[src/verilog/lbdc_pkg.sv]
// constants for the loop bandwidth and damping configuration bank
package lbdc_pkg;
   // register addresses on the serial configuration port
   localparam logic [6:0] ADDR_PRI_LOCKED_BW = 7'h67;
   localparam logic [6:0] ADDR_PRI_ACQ_BW    = 7'h69;
   localparam logic [6:0] ADDR_SEC_DAMPING   = 7'h6A;
   localparam logic [6:0] ADDR_PRI_DAMPING   = 7'h6B;
   // reset values
   localparam logic [7:0] RST_PRI_LOCKED_BW  = 8'h10;
   localparam logic [7:0] RST_PRI_ACQ_BW     = 8'h11;
   localparam logic [7:0] RST_SEC_DAMPING    = 8'h13;
   localparam logic [7:0] RST_PRI_DAMPING    = 8'h13;
   localparam logic [7:0] RDATA_NONE         = 8'h00;
   // field positions
   localparam int LOCKED_BW_MSB = 1;
   localparam int ACQ_BW_MSB    = 3;
   localparam int DAMP_MSB      = 2;
   localparam int GAIN_MSB      = 6;
   localparam int GAIN_LSB      = 4;
   // bandwidth codes
   localparam logic [1:0] BW_18HZ = 2'h0;
   localparam logic [1:0] BW_35HZ = 2'h1;
   localparam logic [1:0] BW_70HZ = 2'h2;
   // damping codes
   localparam logic [2:0] DAMP_C1 = 3'h1;
   localparam logic [2:0] DAMP_C2 = 3'h2;
   localparam logic [2:0] DAMP_C3 = 3'h3;
   localparam logic [2:0] DAMP_C4 = 3'h4;
   localparam logic [2:0] DAMP_C5 = 3'h5;
   // damping factor in tenths
   localparam logic [7:0] DF_1P2  = 8'h0C;
   localparam logic [7:0] DF_2P5  = 8'h19;
   localparam logic [7:0] DF_5    = 8'h32;
   localparam logic [7:0] DF_10   = 8'h64;
   localparam logic [7:0] DF_20   = 8'hC8;
   localparam logic [7:0] DF_NONE = 8'h00;
   // gain peak in hundredths of a dB
   localparam logic [5:0] GP_0P4  = 6'h28;
   localparam logic [5:0] GP_0P2  = 6'h14;
   localparam logic [5:0] GP_0P1  = 6'h0A;
   localparam logic [5:0] GP_0P06 = 6'h06;
   localparam logic [5:0] GP_0P03 = 6'h03;
   localparam logic [5:0] GP_NONE = 6'h00;
endpackage
[src/verilog/lbdc_damp_decode.sv]
// damping code and bandwidth to damping factor and gain peak
`timescale 1ns/10ps
module lbdc_damp_decode (
   input  wire logic [1:0] bw,
   input  wire logic [2:0] code,
   output logic      [7:0] damp_x10,
   output logic      [5:0] peak_cdb
);
   // damping table, columns by bandwidth
   always_comb begin
      damp_x10 = lbdc_pkg::DF_NONE;
      case (code)
         lbdc_pkg::DAMP_C1: damp_x10 = lbdc_pkg::DF_1P2;
         lbdc_pkg::DAMP_C2: damp_x10 = lbdc_pkg::DF_2P5;
         lbdc_pkg::DAMP_C3: damp_x10 = lbdc_pkg::DF_5;
         lbdc_pkg::DAMP_C4: begin
            damp_x10 = (bw == lbdc_pkg::BW_35HZ || bw == lbdc_pkg::BW_70HZ) ?
                       lbdc_pkg::DF_10 : lbdc_pkg::DF_5;
         end
         lbdc_pkg::DAMP_C5: begin
            if (bw == lbdc_pkg::BW_70HZ) begin
               damp_x10 = lbdc_pkg::DF_20;
            end else if (bw == lbdc_pkg::BW_35HZ) begin
               damp_x10 = lbdc_pkg::DF_10;
            end else begin
               damp_x10 = lbdc_pkg::DF_5;
            end
         end
         default: damp_x10 = lbdc_pkg::DF_NONE;
      endcase
   end

   // gain peak follows the damping factor
   always_comb begin
      case (damp_x10)
         lbdc_pkg::DF_1P2: peak_cdb = lbdc_pkg::GP_0P4;
         lbdc_pkg::DF_2P5: peak_cdb = lbdc_pkg::GP_0P2;
         lbdc_pkg::DF_5:   peak_cdb = lbdc_pkg::GP_0P1;
         lbdc_pkg::DF_10:  peak_cdb = lbdc_pkg::GP_0P06;
         lbdc_pkg::DF_20:  peak_cdb = lbdc_pkg::GP_0P03;
         default:          peak_cdb = lbdc_pkg::GP_NONE;
      endcase
   end
endmodule

[src/verilog/lbdc_loop_config.sv]
// loop bandwidth and damping configuration registers for two loops
//
// Contract
// - primary loop holds two-bit locked bandwidth, used always or after lock.
// - primary acquisition bandwidth in low two bits, used while acquiring lock.
// - three-bit damping code picks damping factor per 18/35/70 Hz bandwidth.
// - analog gain field drives second detector only for low-rate analog auto mode.
// - gain peak follows damping: 0.4, 0.2, 0.1, 0.06, 0.03 dB.
`timescale 1ns/10ps
module lbdc_loop_config (
   input  wire logic       mclk,
   input  wire logic       rst_n,
   // decoded serial configuration port access
   input  wire logic [6:0] reg_addr,
   input  wire logic [7:0] reg_wdata,
   input  wire logic       reg_wr,
   input  wire logic       reg_rd,
   output logic      [7:0] reg_rdata_q,
   output logic            reg_hit_q,
   // loop state and control from the rest of the device
   input  wire logic       auto_bw_switch_en,
   input  wire logic       primary_phase_locked,
   input  wire logic [1:0] secondary_bw,
   input  wire logic       primary_analog_fb,
   input  wire logic       primary_ref_lowrate,
   input  wire logic       primary_auto_gain_en,
   input  wire logic       secondary_analog_fb,
   input  wire logic       secondary_ref_lowrate,
   input  wire logic       secondary_auto_gain_en,
   // applied loop settings
   output logic      [1:0] primary_bw_q,
   output logic      [2:0] primary_damping_field_q,
   output logic      [7:0] primary_damp_x10_q,
   output logic      [5:0] primary_peak_cdb_q,
   output logic      [2:0] primary_lowrate_analog_gain_q,
   output logic            primary_gain_apply_q,
   output logic      [2:0] secondary_damping_field_q,
   output logic      [7:0] secondary_damp_x10_q,
   output logic      [5:0] secondary_peak_cdb_q,
   output logic      [2:0] secondary_lowrate_analog_gain_q,
   output logic            secondary_gain_apply_q
);
   logic [7:0] locked_bw_q;
   logic [7:0] locked_bw_d;
   logic [7:0] acq_bw_q;
   logic [7:0] acq_bw_d;
   logic [7:0] pri_damp_q;
   logic [7:0] pri_damp_d;
   logic [7:0] sec_damp_q;
   logic [7:0] sec_damp_d;
   logic [7:0] rdata_d;
   logic       hit_d;
   logic [1:0] pri_bw_d;
   logic [7:0] pri_df;
   logic [5:0] pri_gp;
   logic [7:0] sec_df;
   logic [5:0] sec_gp;
   logic       pri_apply_d;
   logic       sec_apply_d;
   // next values of the per-loop field outputs
   logic [2:0] pri_field_d;
   logic [2:0] pri_gain_d;
   logic [2:0] sec_field_d;
   logic [2:0] sec_gain_d;
   // decode signals, primary loop in slot 0 and secondary in slot 1
   localparam int N_LOOPS = 2;
   logic [1:0] loop_bw   [N_LOOPS];
   logic [2:0] loop_code [N_LOOPS];
   logic [7:0] loop_df   [N_LOOPS];
   logic [5:0] loop_gp   [N_LOOPS];

   // register writes, all eight bits kept so software reads back
   // exactly what it wrote, unused bits included
   always_comb begin
      locked_bw_d = locked_bw_q;
      acq_bw_d    = acq_bw_q;
      pri_damp_d  = pri_damp_q;
      sec_damp_d  = sec_damp_q;
      if (reg_wr) begin
         case (reg_addr)
            lbdc_pkg::ADDR_PRI_LOCKED_BW: locked_bw_d = reg_wdata;
            lbdc_pkg::ADDR_PRI_ACQ_BW:    acq_bw_d    = reg_wdata;
            lbdc_pkg::ADDR_PRI_DAMPING:   pri_damp_d  = reg_wdata;
            lbdc_pkg::ADDR_SEC_DAMPING:   sec_damp_d  = reg_wdata;
            default:                      locked_bw_d = locked_bw_q;
         endcase
      end
   end

   // register reads, zero and no hit for unmapped addresses
   // a read in the same cycle as a write returns the old contents
   always_comb begin
      rdata_d = reg_rdata_q;
      hit_d   = reg_hit_q;
      if (reg_rd) begin
         hit_d = 1'b1;
         case (reg_addr)
            lbdc_pkg::ADDR_PRI_LOCKED_BW: rdata_d = locked_bw_q;
            lbdc_pkg::ADDR_PRI_ACQ_BW:    rdata_d = acq_bw_q;
            lbdc_pkg::ADDR_PRI_DAMPING:   rdata_d = pri_damp_q;
            lbdc_pkg::ADDR_SEC_DAMPING:   rdata_d = sec_damp_q;
            default: begin
               rdata_d = lbdc_pkg::RDATA_NONE;
               hit_d   = 1'b0;
            end
         endcase
      end
   end

   // active primary bandwidth: locked value always, or acquisition until lock
   // status inputs come from logic on mclk, so they need no synchroniser
   always_comb begin
      if (!auto_bw_switch_en || primary_phase_locked) begin
         pri_bw_d = locked_bw_q[lbdc_pkg::LOCKED_BW_MSB:0];
      end else begin
         pri_bw_d = acq_bw_q[lbdc_pkg::LOCKED_BW_MSB:0];
      end
   end

   // analog gain only for low-rate reference in analog feedback with auto gain
   // outside those conditions the field is stored but not in force
   always_comb begin
      pri_apply_d = primary_analog_fb && primary_ref_lowrate
                    && primary_auto_gain_en;
      sec_apply_d = secondary_analog_fb && secondary_ref_lowrate
                    && secondary_auto_gain_en;
   end

   // fields handed to the loops as they stand in the registers
   always_comb begin
      pri_field_d = pri_damp_q[lbdc_pkg::DAMP_MSB:0];
      pri_gain_d  = pri_damp_q[lbdc_pkg::GAIN_MSB:lbdc_pkg::GAIN_LSB];
      sec_field_d = sec_damp_q[lbdc_pkg::DAMP_MSB:0];
      sec_gain_d  = sec_damp_q[lbdc_pkg::GAIN_MSB:lbdc_pkg::GAIN_LSB];
   end

   // decode inputs and results per loop slot
   assign loop_bw[0]   = pri_bw_d;
   assign loop_bw[1]   = secondary_bw;
   assign loop_code[0] = pri_field_d;
   assign loop_code[1] = sec_field_d;
   assign pri_df       = loop_df[0];
   assign pri_gp       = loop_gp[0];
   assign sec_df       = loop_df[1];
   assign sec_gp       = loop_gp[1];

   // one damping decode per loop
   for (genvar g = 0; g < N_LOOPS; g++) begin : g_decode
      lbdc_damp_decode u_decode (
         .bw       (loop_bw[g]),
         .code     (loop_code[g]),
         .damp_x10 (loop_df[g]),
         .peak_cdb (loop_gp[g])
      );
   end

   // configuration register image
   always_ff @(posedge mclk or negedge rst_n) begin
      if (!rst_n) begin
         locked_bw_q <= lbdc_pkg::RST_PRI_LOCKED_BW;
         acq_bw_q    <= lbdc_pkg::RST_PRI_ACQ_BW;
         pri_damp_q  <= lbdc_pkg::RST_PRI_DAMPING;
         sec_damp_q  <= lbdc_pkg::RST_SEC_DAMPING;
      end else begin
         locked_bw_q <= locked_bw_d;
         acq_bw_q    <= acq_bw_d;
         pri_damp_q  <= pri_damp_d;
         sec_damp_q  <= sec_damp_d;
      end
   end

   // read port, holds its last answer until the next read
   always_ff @(posedge mclk or negedge rst_n) begin
      if (!rst_n) begin
         reg_rdata_q <= lbdc_pkg::RDATA_NONE;
         reg_hit_q   <= 1'b0;
      end else begin
         reg_rdata_q <= rdata_d;
         reg_hit_q   <= hit_d;
      end
   end

   // primary loop settings, one edge behind the registers and status inputs
   always_ff @(posedge mclk or negedge rst_n) begin
      if (!rst_n) begin
         primary_bw_q                  <= lbdc_pkg::BW_18HZ;
         primary_damping_field_q       <= lbdc_pkg::DAMP_C3;
         primary_damp_x10_q            <= lbdc_pkg::DF_5;
         primary_peak_cdb_q            <= lbdc_pkg::GP_0P1;
         primary_lowrate_analog_gain_q <=
            lbdc_pkg::RST_PRI_DAMPING[lbdc_pkg::GAIN_MSB:lbdc_pkg::GAIN_LSB];
         primary_gain_apply_q          <= 1'b0;
      end else begin
         primary_bw_q                  <= pri_bw_d;
         primary_damping_field_q       <= pri_field_d;
         primary_damp_x10_q            <= pri_df;
         primary_peak_cdb_q            <= pri_gp;
         primary_lowrate_analog_gain_q <= pri_gain_d;
         primary_gain_apply_q          <= pri_apply_d;
      end
   end

   // secondary loop settings; its bandwidth code comes from outside the bank
   // and reaches the damping decode in the same edge as the register fields
   always_ff @(posedge mclk or negedge rst_n) begin
      if (!rst_n) begin
         secondary_damping_field_q       <= lbdc_pkg::DAMP_C3;
         secondary_damp_x10_q            <= lbdc_pkg::DF_5;
         secondary_peak_cdb_q            <= lbdc_pkg::GP_0P1;
         secondary_lowrate_analog_gain_q <=
            lbdc_pkg::RST_SEC_DAMPING[lbdc_pkg::GAIN_MSB:lbdc_pkg::GAIN_LSB];
         secondary_gain_apply_q          <= 1'b0;
      end else begin
         secondary_damping_field_q       <= sec_field_d;
         secondary_damp_x10_q            <= sec_df;
         secondary_peak_cdb_q            <= sec_gp;
         secondary_lowrate_analog_gain_q <= sec_gain_d;
         secondary_gain_apply_q          <= sec_apply_d;
      end
   end
endmodule

[config.mk]
export PLATFORM = sky130hd
export DESIGN_NAME = lbdc_loop_config
export DESIGN_NICKNAME = d
export VERILOG_FILES = /design/src/verilog/lbdc_pkg.sv /design/src/verilog/lbdc_damp_decode.sv /design/src/verilog/lbdc_loop_config.sv
export SDC_FILE = /design/constraint.sdc
export NUM_CORES = 1
export LEC_CHECK = 0
export BUFFER_PORTS_ARGS = -buffer_cell sky130_fd_sc_hd__buf_2
export CAP_MARGIN = 20
export CELL_PAD_IN_SITES_DETAIL_PLACEMENT = 0
export CELL_PAD_IN_SITES_GLOBAL_PLACEMENT = 1
export CORE_AREA = 3 3 102 104
export CTS_CLUSTER_SIZE = 28
export DETAILED_ROUTE_END_ITERATION = 7
export DIE_AREA = 0 0 105 107
export PLACE_DENSITY_LB_ADDON = 0.1
export SYNTH_ARGS = -nofsm -noshare
export SYNTH_HDL_FRONTEND = slang
export SYNTH_HIERARCHICAL = 1
export SYNTH_SLANG_ARGS = --single-unit
[constraint.sdc]
create_clock -name mclk -period 4.8 [get_ports mclk]
set_input_delay 0.72 -clock mclk [delete_from_list [all_inputs] [get_ports mclk]]
set_output_delay 0.72 -clock mclk [all_outputs]
set_load 0.05 [all_outputs]
==> flow_summary.html, run 1 <==
<table>
<tr><th>Metric</th><th>Value</th></tr>
<tr><th colspan="2">Outcome</th></tr>
<tr><td>Outcome</td><td>finished clean</td></tr>
<tr><th colspan="2">Floorplan</th></tr>
<tr><td>Die outline width</td><td>105 um</td></tr>
<tr><td>Number of I/O pins</td><td>82</td></tr>
<tr><td>Die area</td><td>0.0112 mm2</td></tr>
<tr><td>Row Count</td><td>36</td></tr>
<tr><td>Die Y-Extent</td><td>107 um</td></tr>
<tr><td>Starting utilization of the core area</td><td>0.394</td></tr>
<tr><td>Core ar.</td><td>0.00964 mm2</td></tr>
<tr><th colspan="2">Logic synthesis</th></tr>
<tr><td>Largest area contributor in the netlist</td><td>dfrtp_1</td></tr>
<tr><td>Mapped Nets</td><td>341</td></tr>
<tr><td>Synth cell types</td><td>44</td></tr>
<tr><td>Total of warnings raised by yosys</td><td>6</td></tr>
<tr><td>Number of enable-type register cells in the synthesized netlist</td><td>0</td></tr>
<tr><td>Mean cell area of the mapped netlist</td><td>12.4 um2</td></tr>
<tr><td>Flop and latch count out of synthesis</td><td>85</td></tr>
<tr><td>Sequential cell area fraction in the yosys report</td><td>0.568</td></tr>
<tr><td>Primary flip-flop cell chosen by synthesis mapping</td><td>dfrtp_1</td></tr>
<tr><td>Cell count after synthesis</td><td>306</td></tr>
<tr><td>Post-synthesis async set-or-reset flop share</td><td>1.00</td></tr>
<tr><td>Post-synth design cell area</td><td>0.00380 mm2</td></tr>
<tr><td>Leading post-synthesis cells by cell area</td><td>dfrtp_1, dfstp_2, mux2_2</td></tr>
<tr><td>Area fraction of the dominant cell type after synthesis</td><td>0.395</td></tr>
<tr><th colspan="2">Power</th></tr>
<tr><td>Reported net switching power</td><td>between 0.4 and 0.5 mW</td></tr>
<tr><td>Clock power share</td><td>0.341</td></tr>
<tr><td>Share of total power in combinational logic</td><td>0.145</td></tr>
<tr><td>Leak Pwr</td><td>2.15 nW</td></tr>
<tr><td>Internal</td><td>1.11 mW</td></tr>
<tr><td>Sequential Power Share</td><td>0.514</td></tr>
<tr><td>Switch share</td><td>0.287</td></tr>
<tr><td>Pwr Density</td><td>between 300 and 400 mW/mm2</td></tr>
<tr><td>Total Power Consumption</td><td>1.55 mW</td></tr>
<tr><td>Worst VDD drop</td><td>0.173 mV</td></tr>
<tr><th colspan="2">Clock network</th></tr>
<tr><td>Number of buffers created by CTS</td><td>9</td></tr>
<tr><td>Number of buffers added to fix hold violations after cts</td><td>0</td></tr>
<tr><td>Buffer type at the clock tree root</td><td>clkbuf_8</td></tr>
<tr><td>Number of gates resized after CTS</td><td>0</td></tr>
<tr><td>Number of sinks on the clock net</td><td>85</td></tr>
<tr><td>Clock tree from TritonCTS</td><td>yes</td></tr>
<tr><td># Post-CTS Setup Buffers</td><td>0</td></tr>
<tr><td>Clock-pin slew on the worst setup and hold paths</td><td>0.09 ns</td></tr>
<tr><td>Clk_lat worst skew</td><td>0.35 ns</td></tr>
<tr><td># H-tree levels</td><td>3</td></tr>
<tr><td>Maximum clock insertion buffer count</td><td>2</td></tr>
<tr><th colspan="2">Worst setup path</th></tr>
<tr><td>Endpoint of the lowest-slack register-to-register path</td><td>primary_peak_cdb_q[1]</td></tr>
<tr><td>Worst setup path category</td><td>primary input to flop</td></tr>
<tr><td>Setup slack, reg-to-reg</td><td>about 2.8 ns</td></tr>
<tr><td>Worst endpoint data arrival time</td><td>2.49 ns</td></tr>
<tr><td>Origin of the critical flop-to-flop path</td><td>acq_bw_q[1]</td></tr>
<tr><td>Highest cell delay on the worst timing path</td><td>0.40 ns</td></tr>
<tr><td>Worst setup EP type</td><td>flop</td></tr>
<tr><td>Critical-path maximum fanout</td><td>7</td></tr>
<tr><td>R2R depth</td><td>6</td></tr>
<tr><td>Largest delay contributor family on the critical path</td><td>compound AO/OA/AOI/OAI gates</td></tr>
<tr><td>Max stage delay cell, worst path</td><td>ha_1</td></tr>
<tr><td>Ordered cell list for the critical path</td><td>buf_2 -&gt; nand2b_1 -&gt; mux2_2 -&gt; ha_1 -&gt; a21boi_0 -&gt; o2bb2ai_1 -&gt; a2111o_1 -&gt; o21ai_1</td></tr>
<tr><td>Launching element type of the critical path</td><td>primary input</td></tr>
<tr><td>WP data required</td><td>between 5 and 6 ns</td></tr>
<tr><td>Number of buffer and inverter instances along the worst setup path</td><td>1</td></tr>
<tr><th colspan="2">Cells and area</th></tr>
<tr><td>Most used cells in the layout excluding fill and tap cells</td><td>buf_2, dfrtp_1, mux2_2, dfstp_2, inv_1</td></tr>
<tr><td>Count of fill cells added during filler insertion</td><td>roughly 950</td></tr>
<tr><td>Diodes inserted</td><td>0</td></tr>
<tr><td>Most common cell after layout, fill and taps aside</td><td>buf_2</td></tr>
<tr><td>Non-Filler Cell Area, Final</td><td>0.00449 mm2</td></tr>
<tr><td>Layout overhead on the synthesized area</td><td>18.1%</td></tr>
<tr><td>Fraction of layout instances using a drive strength above 1</td><td>0.434</td></tr>
<tr><td>Share of the core filled with cells</td><td>0.465</td></tr>
<tr><td>Final-stage net count</td><td>417</td></tr>
<tr><th colspan="2">Routing</th></tr>
<tr><td>Via density per instance</td><td>approximately 5.1</td></tr>
<tr><td>Routed vias</td><td>2663</td></tr>
<tr><td>Drt first pass iters</td><td>4</td></tr>
<tr><td>Post-route DRC violation count</td><td>0</td></tr>
<tr><td>Detail-routed net length per standard cell</td><td>between 15 and 20 um</td></tr>
<tr><td>Detail Route Antenna Nets</td><td>0</td></tr>
<tr><td>Violation count after the first detailed-routing iteration</td><td>63</td></tr>
<tr><td>Total Wirelength</td><td>8350 um</td></tr>
<tr><th colspan="2">STA</th></tr>
<tr><td>Final Hold Viols</td><td>0</td></tr>
<tr><td>Total Negative Setup Slacks</td><td>0 ns</td></tr>
<tr><td>Endpoints failing setup</td><td>0</td></tr>
<tr><td>Minimum setup slack in the final design</td><td>between 2 and 3 ns</td></tr>
<tr><td>Final cycle utilization of the critical path</td><td>0.460</td></tr>
<tr><td>Maximum clock skew at final layout</td><td>0.0111 ns</td></tr>
<tr><td>Clock period minus final worst setup slack</td><td>2.21 ns</td></tr>
<tr><td>Max_slew headroom</td><td>0.579</td></tr>
<tr><td>Worst Tran Pin Value</td><td>0.631 ns</td></tr>
<tr><td>Max-slew violation count</td><td>0</td></tr>
<tr><td>Peak clock frequency supported by timing</td><td>0.453 GHz</td></tr>
<tr><td>RSZ-0062 raised after global routing</td><td>false</td></tr>
<tr><th colspan="2">Global routing</th></tr>
<tr><td>Global-route wire length before repair</td><td>13400 um</td></tr>
<tr><td>Maximum number of pins on one net before global-route repair</td><td>53</td></tr>
<tr><td>Via count of the first global-routing pass</td><td>2666</td></tr>
<tr><td>Global-route total usage across every layer</td><td>0.151</td></tr>
<tr><td>Antenna violations before repair</td><td>0</td></tr>
<tr><td>Overall overflow remaining after global route</td><td>0</td></tr>
<tr><th colspan="2">Run</th></tr>
<tr><td>Max capacitance violation total</td><td>0</td></tr>
<tr><th colspan="2">Placement</th></tr>
<tr><td>Post-Place Worst Slack</td><td>2.25 ns</td></tr>
<tr><td>Dpl cell area</td><td>approximately 0.0043 mm2</td></tr>
<tr><td>Detailed-placement wirelength estimate</td><td>5660 um</td></tr>
<tr><td>Final GP Congestion</td><td>approximately 0.84</td></tr>
<tr><td>Quantity of I/O buffers inserted on ports</td><td>81</td></tr>
<tr><th colspan="2">Hold path</th></tr>
<tr><td>Hold crit path type</td><td>primary input to async pin</td></tr>
</table>
## cells in the mapped netlist (all sizes together), types with 7 or more instances
cell / instances
inv: 23
nand4b: 18
o22ai: 10
mux2: 34
a21oi: 16
dfrtp: 60
o21ai: 8
buf: 14
and3: 9
dfstp: 25
nor2b: 7
a31oi: 8
nand2: 13
## state kept, by name, indices dropped and copies added (netlist names), 2 cells and up
name / count
acq_bw_q: 8
locked_bw_q: 8
pri_damp_q: 8
primary_damp_x10_q: 8
reg_rdata_q: 8
sec_damp_q: 8
secondary_damp_x10_q: 8
primary_peak_cdb_q: 6
secondary_peak_cdb_q: 6
primary_damping_field_q: 3
primary_lowrate_analog_gain_q: 3
secondary_damping_field_q: 3
secondary_lowrate_analog_gain_q: 3
primary_bw_q: 2
## final cells by class
| type | instances | area (um2) | area share |
|---|---|---|---|
| inverters | 23 | 86.3 | 0.0192 |
| flip-flops and latches | 85 | 2160 | 0.481 |
| clock inverters | 4 | 56.3 | 0.0125 |
| clock buffers | 12 | 155 | 0.0346 |
| well taps | 133 | 166 | 0.0371 |
| repair buffers | 82 | 415 | 0.0926 |
| multi-input cells | 181 | 1450 | 0.323 |
## power groups by stage
| stage | Sequential (mW) | Combinational, mW | Clock, mW |
|---|---|---|---|
| after global routing | 0.806 | 0.243 | 0.576 |
| after detailed placement | 0.813 | 0.227 | 0 |
| after global placement | 0.814 | 0.226 | 0 |
| after CTS | 0.800 | 0.228 | 0.552 |
| final | 0.800 | 0.225 | 0.530 |
| after floorplan | 0.870 | 0.0972 | 0 |
## worst reg2reg max path, stage by stage, from the launching register on
cell	delay (ns)
dfrtp_1	0.44
mux2_2	0.31
ha_1	0.40
a21boi_0	0.22
o2bb2ai_1	0.10
a2111o_1	0.40
o21ai_1	0.09
## logic make-up (layout without fill, tap and decap cells)
logic type	after synthesis	count (layout)	synth area share
buffers and inverters	40	121	0.0507
adder cells (fa/ha/maj)	6	6	0.0198
AO/OA/AOI/OAI	55	55	0.0935
AND/OR/NAND/NOR	86	86	0.167
flip-flops	85	85	0.568
multiplexers	34	34	0.101
## how the worst max path moves through the flow
stage,startpoint,endpoint,slack (ns),cells after the start
6_report,primary_phase_locked,primary_peak_cdb_q[1],2.59,8
5_1_grt,primary_phase_locked,primary_peak_cdb_q[1],2.44,8
4_1_cts,primary_phase_locked,primary_peak_cdb_q[1],2.61,8
3_5_place_dp,primary_phase_locked,primary_peak_cdb_q[1],2.25,8
3_3_place_gp,primary_phase_locked,primary_peak_cdb_q[1],2.29,8
2_1_floorplan,primary_phase_locked,primary_peak_cdb_q[2],2.47,6
## per-layer routing
layer | vias up | GRT usage | wire length, um
met1 | 1324 | 0.177 | 3520
met3 | 15 | 0.0271 | 312
li1 | 1268 | - | -
met5 | - | 0 | 0
met2 | 56 | 0.267 | 4320
met4 | 0 | 0.0740 | 193
## per-stage QoR
step | hold WS (ns) | std cells
floorplan | 0.359 | 306
global placement | 0.374 | 504
detailed placement | 0.372 | 504
CTS | 0.295 | 520
global route | 0.317 | 520
finish | 0.300 | 520
Note: power is estimated with default switching activity, not from simulation.
==> run 2, diff against run 1 <==
--- a/config.mk
+++ b/config.mk
@@ -9,10 +9,10 @@
 export CAP_MARGIN = 20
 export CELL_PAD_IN_SITES_DETAIL_PLACEMENT = 0
 export CELL_PAD_IN_SITES_GLOBAL_PLACEMENT = 1
-export CORE_AREA = 3 3 102 104
+export CORE_AREA = 3 3 103 105
 export CTS_CLUSTER_SIZE = 28
 export DETAILED_ROUTE_END_ITERATION = 7
-export DIE_AREA = 0 0 105 107
+export DIE_AREA = 0 0 106 108
 export PLACE_DENSITY_LB_ADDON = 0.1
 export SYNTH_ARGS = -nofsm -noshare
 export SYNTH_HDL_FRONTEND = slang
==> constraint.sdc (replaced) <==
create_clock -name mclk -period 2 [get_ports mclk]
set_input_delay 0.3 -clock mclk [delete_from_list [all_inputs] [get_ports mclk]]
set_output_delay 0.3 -clock mclk [all_outputs]
set_load 0.05 [all_outputs]
==> run 2 against run 1 <==
Highest routed layer unchanged; core utilization grew 0.86 points; first-iteration DRC count shrank 27%; largest cell class unchanged; register-to-register slack lost 2.6 ns; die area grew 1.9%.
==> flow_summary.html, run 2 (synthesis results as in run 1) <==
<table>
<tr><th>Metric</th><th>Value</th></tr>
<tr><th colspan="2">Outcome</th></tr>
<tr><td>Outcome</td><td>finished clean</td></tr>
<tr><th colspan="2">Worst setup path</th></tr>
<tr><td>Worst setup EP type</td><td>flop</td></tr>
<tr><td>Launching element type of the critical path</td><td>flop</td></tr>
<tr><td>WP data required</td><td>2.28 ns (-2.80 ns)</td></tr>
<tr><td>Worst endpoint data arrival time</td><td>2.13 ns (-0.36 ns)</td></tr>
<tr><td>Worst setup path category</td><td>flop to flop</td></tr>
<tr><td>Critical-path maximum fanout</td><td>5 (-2)</td></tr>
<tr><th colspan="2">Cells and area</th></tr>
<tr><td>Footprint of the multi-input gates</td><td>0.00146 mm2 (+0.86%)</td></tr>
<tr><td>Count of fill cells added during filler insertion</td><td>942 (-0.32%)</td></tr>
<tr><td>Final-stage net count</td><td>434 (+4.1%)</td></tr>
<tr><td>Non-Filler Cell Area, Final</td><td>0.00461 mm2 (+2.8%)</td></tr>
<tr><td>Most common cell after layout, fill and taps aside</td><td>buf_2</td></tr>
<tr><td>Most used cells in the layout excluding fill and tap cells</td><td>buf_2, dfrtp_1, mux2_2, dfstp_2, inv_1</td></tr>
<tr><td>Count of non-filler cells in the finished layout</td><td>537 (+3.3%)</td></tr>
<tr><td>Fraction of layout instances using a drive strength above 1</td><td>0.453 (+0.0189)</td></tr>
<tr><td>Layout overhead on the synthesized area</td><td>21.4%</td></tr>
<tr><td>Area taken by flip-flops and latches</td><td>0.00216 mm2 (unchanged)</td></tr>
<tr><td>Diodes inserted</td><td>0 (unchanged)</td></tr>
<tr><td>Share of the core filled with cells</td><td>0.474 (+0.00855)</td></tr>
<tr><th colspan="2">Routing</th></tr>
<tr><td>Post-route DRC violation count</td><td>0 (unchanged)</td></tr>
<tr><td>Violation count after the first detailed-routing iteration</td><td>46 (-27%)</td></tr>
<tr><td>Drt first pass iters</td><td>5 (+1)</td></tr>
<tr><td>Via density per instance</td><td>5.08 (-0.77%)</td></tr>
<tr><td>Detail Route Antenna Nets</td><td>0 (unchanged)</td></tr>
<tr><td>Detail-routed net length per standard cell</td><td>15.8 um (-1.7%)</td></tr>
<tr><td>Total Wirelength</td><td>8470 um (+1.5%)</td></tr>
<tr><td>Routed vias</td><td>2729 (+2.5%)</td></tr>
<tr><th colspan="2">Placement</th></tr>
<tr><td>Final GP Congestion</td><td>0.823 (-2.3%)</td></tr>
<tr><td>Detailed-placement wirelength estimate</td><td>5960 um (+5.3%)</td></tr>
<tr><td>Cell total after placement</td><td>520 (+3.2%)</td></tr>
<tr><td>Dpl cell area</td><td>0.00441 mm2 (+3.1%)</td></tr>
<tr><td>Quantity of I/O buffers inserted on ports</td><td>81 (unchanged)</td></tr>
<tr><th colspan="2">Global routing</th></tr>
<tr><td>GRT met1 Usage</td><td>0.197 (+0.0197)</td></tr>
<tr><td>Most heavily used metal layer in global routing</td><td>met2</td></tr>
<tr><td>Met3 usage</td><td>0.0251 (-0.00202)</td></tr>
<tr><td>Via count of the first global-routing pass</td><td>2759 (+3.5%)</td></tr>
<tr><td>Global-route wire length before repair</td><td>14000 um (+4.1%)</td></tr>
<tr><td>Antenna violations before repair</td><td>0 (unchanged)</td></tr>
<tr><td>GR met2 Demand/Resource</td><td>0.268 (+0.00103)</td></tr>
<tr><td>Maximum number of pins on one net before global-route repair</td><td>42 (-21%)</td></tr>
<tr><td>Overall overflow remaining after global route</td><td>0 (unchanged)</td></tr>
<tr><td>Global-route total usage across every layer</td><td>0.157 (+0.00546)</td></tr>
<tr><th colspan="2">Clock network</th></tr>
<tr><td>Number of buffers created by CTS</td><td>9 (unchanged)</td></tr>
<tr><td># H-tree levels</td><td>3 (unchanged)</td></tr>
<tr><td>Maximum clock insertion buffer count</td><td>2 (unchanged)</td></tr>
<tr><td>Number of sinks on the clock net</td><td>85 (unchanged)</td></tr>
<tr><td>Clk_lat worst skew</td><td>0.36 ns (about the same)</td></tr>
<tr><td>Buffer type at the clock tree root</td><td>clkbuf_8</td></tr>
<tr><td>Clock-pin slew on the worst setup and hold paths</td><td>0.07 ns (-0.02 ns)</td></tr>
<tr><td>Clock tree from TritonCTS</td><td>yes</td></tr>
<tr><th colspan="2">Power</th></tr>
<tr><td>Switch share</td><td>0.283 (-0.00332)</td></tr>
<tr><td>Reported net switching power</td><td>1.03 mW (+130%)</td></tr>
<tr><td>Leak Pwr</td><td>2.23 nW (+3.5%)</td></tr>
<tr><td>Clock power share</td><td>0.310 (-0.031)</td></tr>
<tr><td>Worst VDD drop</td><td>0.294 mV (+70%)</td></tr>
<tr><td>Internal</td><td>2.60 mW (+130%)</td></tr>
<tr><td>Pwr Density</td><td>787 mW/mm2 (+130%)</td></tr>
<tr><td>Sequential Power Share</td><td>0.522 (+0.008)</td></tr>
<tr><td>Share of total power in combinational logic</td><td>0.168 (+0.023)</td></tr>
<tr><td>Total Power Consumption</td><td>3.63 mW (+130%)</td></tr>
<tr><th colspan="2">STA</th></tr>
<tr><td>Max_slew headroom</td><td>0.683 (+0.104)</td></tr>
<tr><td>Peak clock frequency supported by timing</td><td>0.542 GHz</td></tr>
<tr><td>Final Hold Viols</td><td>0 (unchanged)</td></tr>
<tr><td>Worst hold slack</td><td>0.179 ns (-0.121 ns)</td></tr>
<tr><td>Final cycle utilization of the critical path</td><td>0.922</td></tr>
<tr><td>Endpoints failing setup</td><td>0 (unchanged)</td></tr>
<tr><td>Max-slew violation count</td><td>0 (unchanged)</td></tr>
<tr><td>RSZ-0062 raised after global routing</td><td>false</td></tr>
<tr><td>Worst Tran Pin Value</td><td>0.475 ns (-0.156 ns)</td></tr>
<tr><td>Maximum clock skew at final layout</td><td>0.0114 ns (+0.000319 ns)</td></tr>
<tr><td>Clock period minus final worst setup slack</td><td>1.84 ns</td></tr>
<tr><th colspan="2">Floorplan</th></tr>
<tr><td>Starting utilization of the core area</td><td>0.391 (-0.00365)</td></tr>
<tr><td>Die Y-Extent</td><td>108 um (+0.93%)</td></tr>
<tr><td>Row Count</td><td>36 (unchanged)</td></tr>
<tr><td>Core ar.</td><td>0.00973 mm2 (+0.93%)</td></tr>
<tr><td>Die outline width</td><td>106 um (+0.95%)</td></tr>
<tr><td>Number of I/O pins</td><td>82 (unchanged)</td></tr>
<tr><td>Die area</td><td>0.0114 mm2 (+1.9%)</td></tr>
<tr><th colspan="2">Hold path</th></tr>
<tr><td>Hold crit path type</td><td>primary input to flop</td></tr>
<tr><th colspan="2">Run</th></tr>
<tr><td>Max capacitance violation total</td><td>0 (unchanged)</td></tr>
</table>
run 2: cell type report:
cell class	count	share of cell area
clock inverters	1	0.00109
clock buffers	15	0.0383
inverters	23	0.0187
well taps	133	0.0361
multi-input cells	181	0.317
repair buffers	99	0.121
flip-flops and latches	85	0.468
run 2: critical path, cell delays in order (launching register included):
cell	delay, ns
dfstp_2	0.54
mux2_2	0.15
inv_1	0.06
ha_4	0.28
a21boi_1	0.16
o2bb2ai_1	0.09
a2111o_1	0.40
o21ai_1	0.09
run 2: repair_timing:
item	4_1_cts	5_1_grt
setup buffers	0	0
endpoints found under the setup margin	0	3
hold buffers	1	0
hold endpoints to repair	16	0
resized for setup	0	2
run 2: metrics by stage:
stage | setup slack [ns] | TNS, ns
floorplan | 0.0856 | 0
global placement | -0.0848 | -0.253
detailed placement | -0.103 | -0.363
CTS | 0.0593 | 0
global route | 0.0408 | 0
finish | 0.155 | 0
run 2: per-layer routing:
| layer | share of wire | up-vias |
|---|---|---|
| met5 | 0 | - |
| met2 | 0.52 | 65 |
| met4 | 0.016 | 0 |
| li1 | - | 1295 |
| met3 | 0.039 | 9 |
| met1 | 0.43 | 1360 |
run 2: path summary, 6_finish.rpt:
path | from | to | slack, ns | cells after the start
max in group asynchronous | rst_n | secondary_lowrate_analog_gain_q[0] | 0.96 | 3
setup / recovery | acq_bw_q[0] | primary_peak_cdb_q[1] | 0.16 | 7
hold reg to reg | sec_damp_q[4] | secondary_lowrate_analog_gain_q[0] | 0.38 | 0
setup reg to reg | acq_bw_q[0] | primary_peak_cdb_q[1] | 0.16 | 7
hold / removal | secondary_ref_lowrate | secondary_gain_apply_q | 0.18 | 2
min in group asynchronous | rst_n | locked_bw_q[0] | 0.38 | 2
run 2: power groups by stage:
stage	registers [mW]	logic [mW]	clock network, mW
finish	1.89	0.610	1.13
CTS	1.89	0.609	1.18
global route	1.91	0.664	1.25
detailed placement	1.93	0.606	0
floorplan	2.09	0.233	0
global placement	1.93	0.604	0
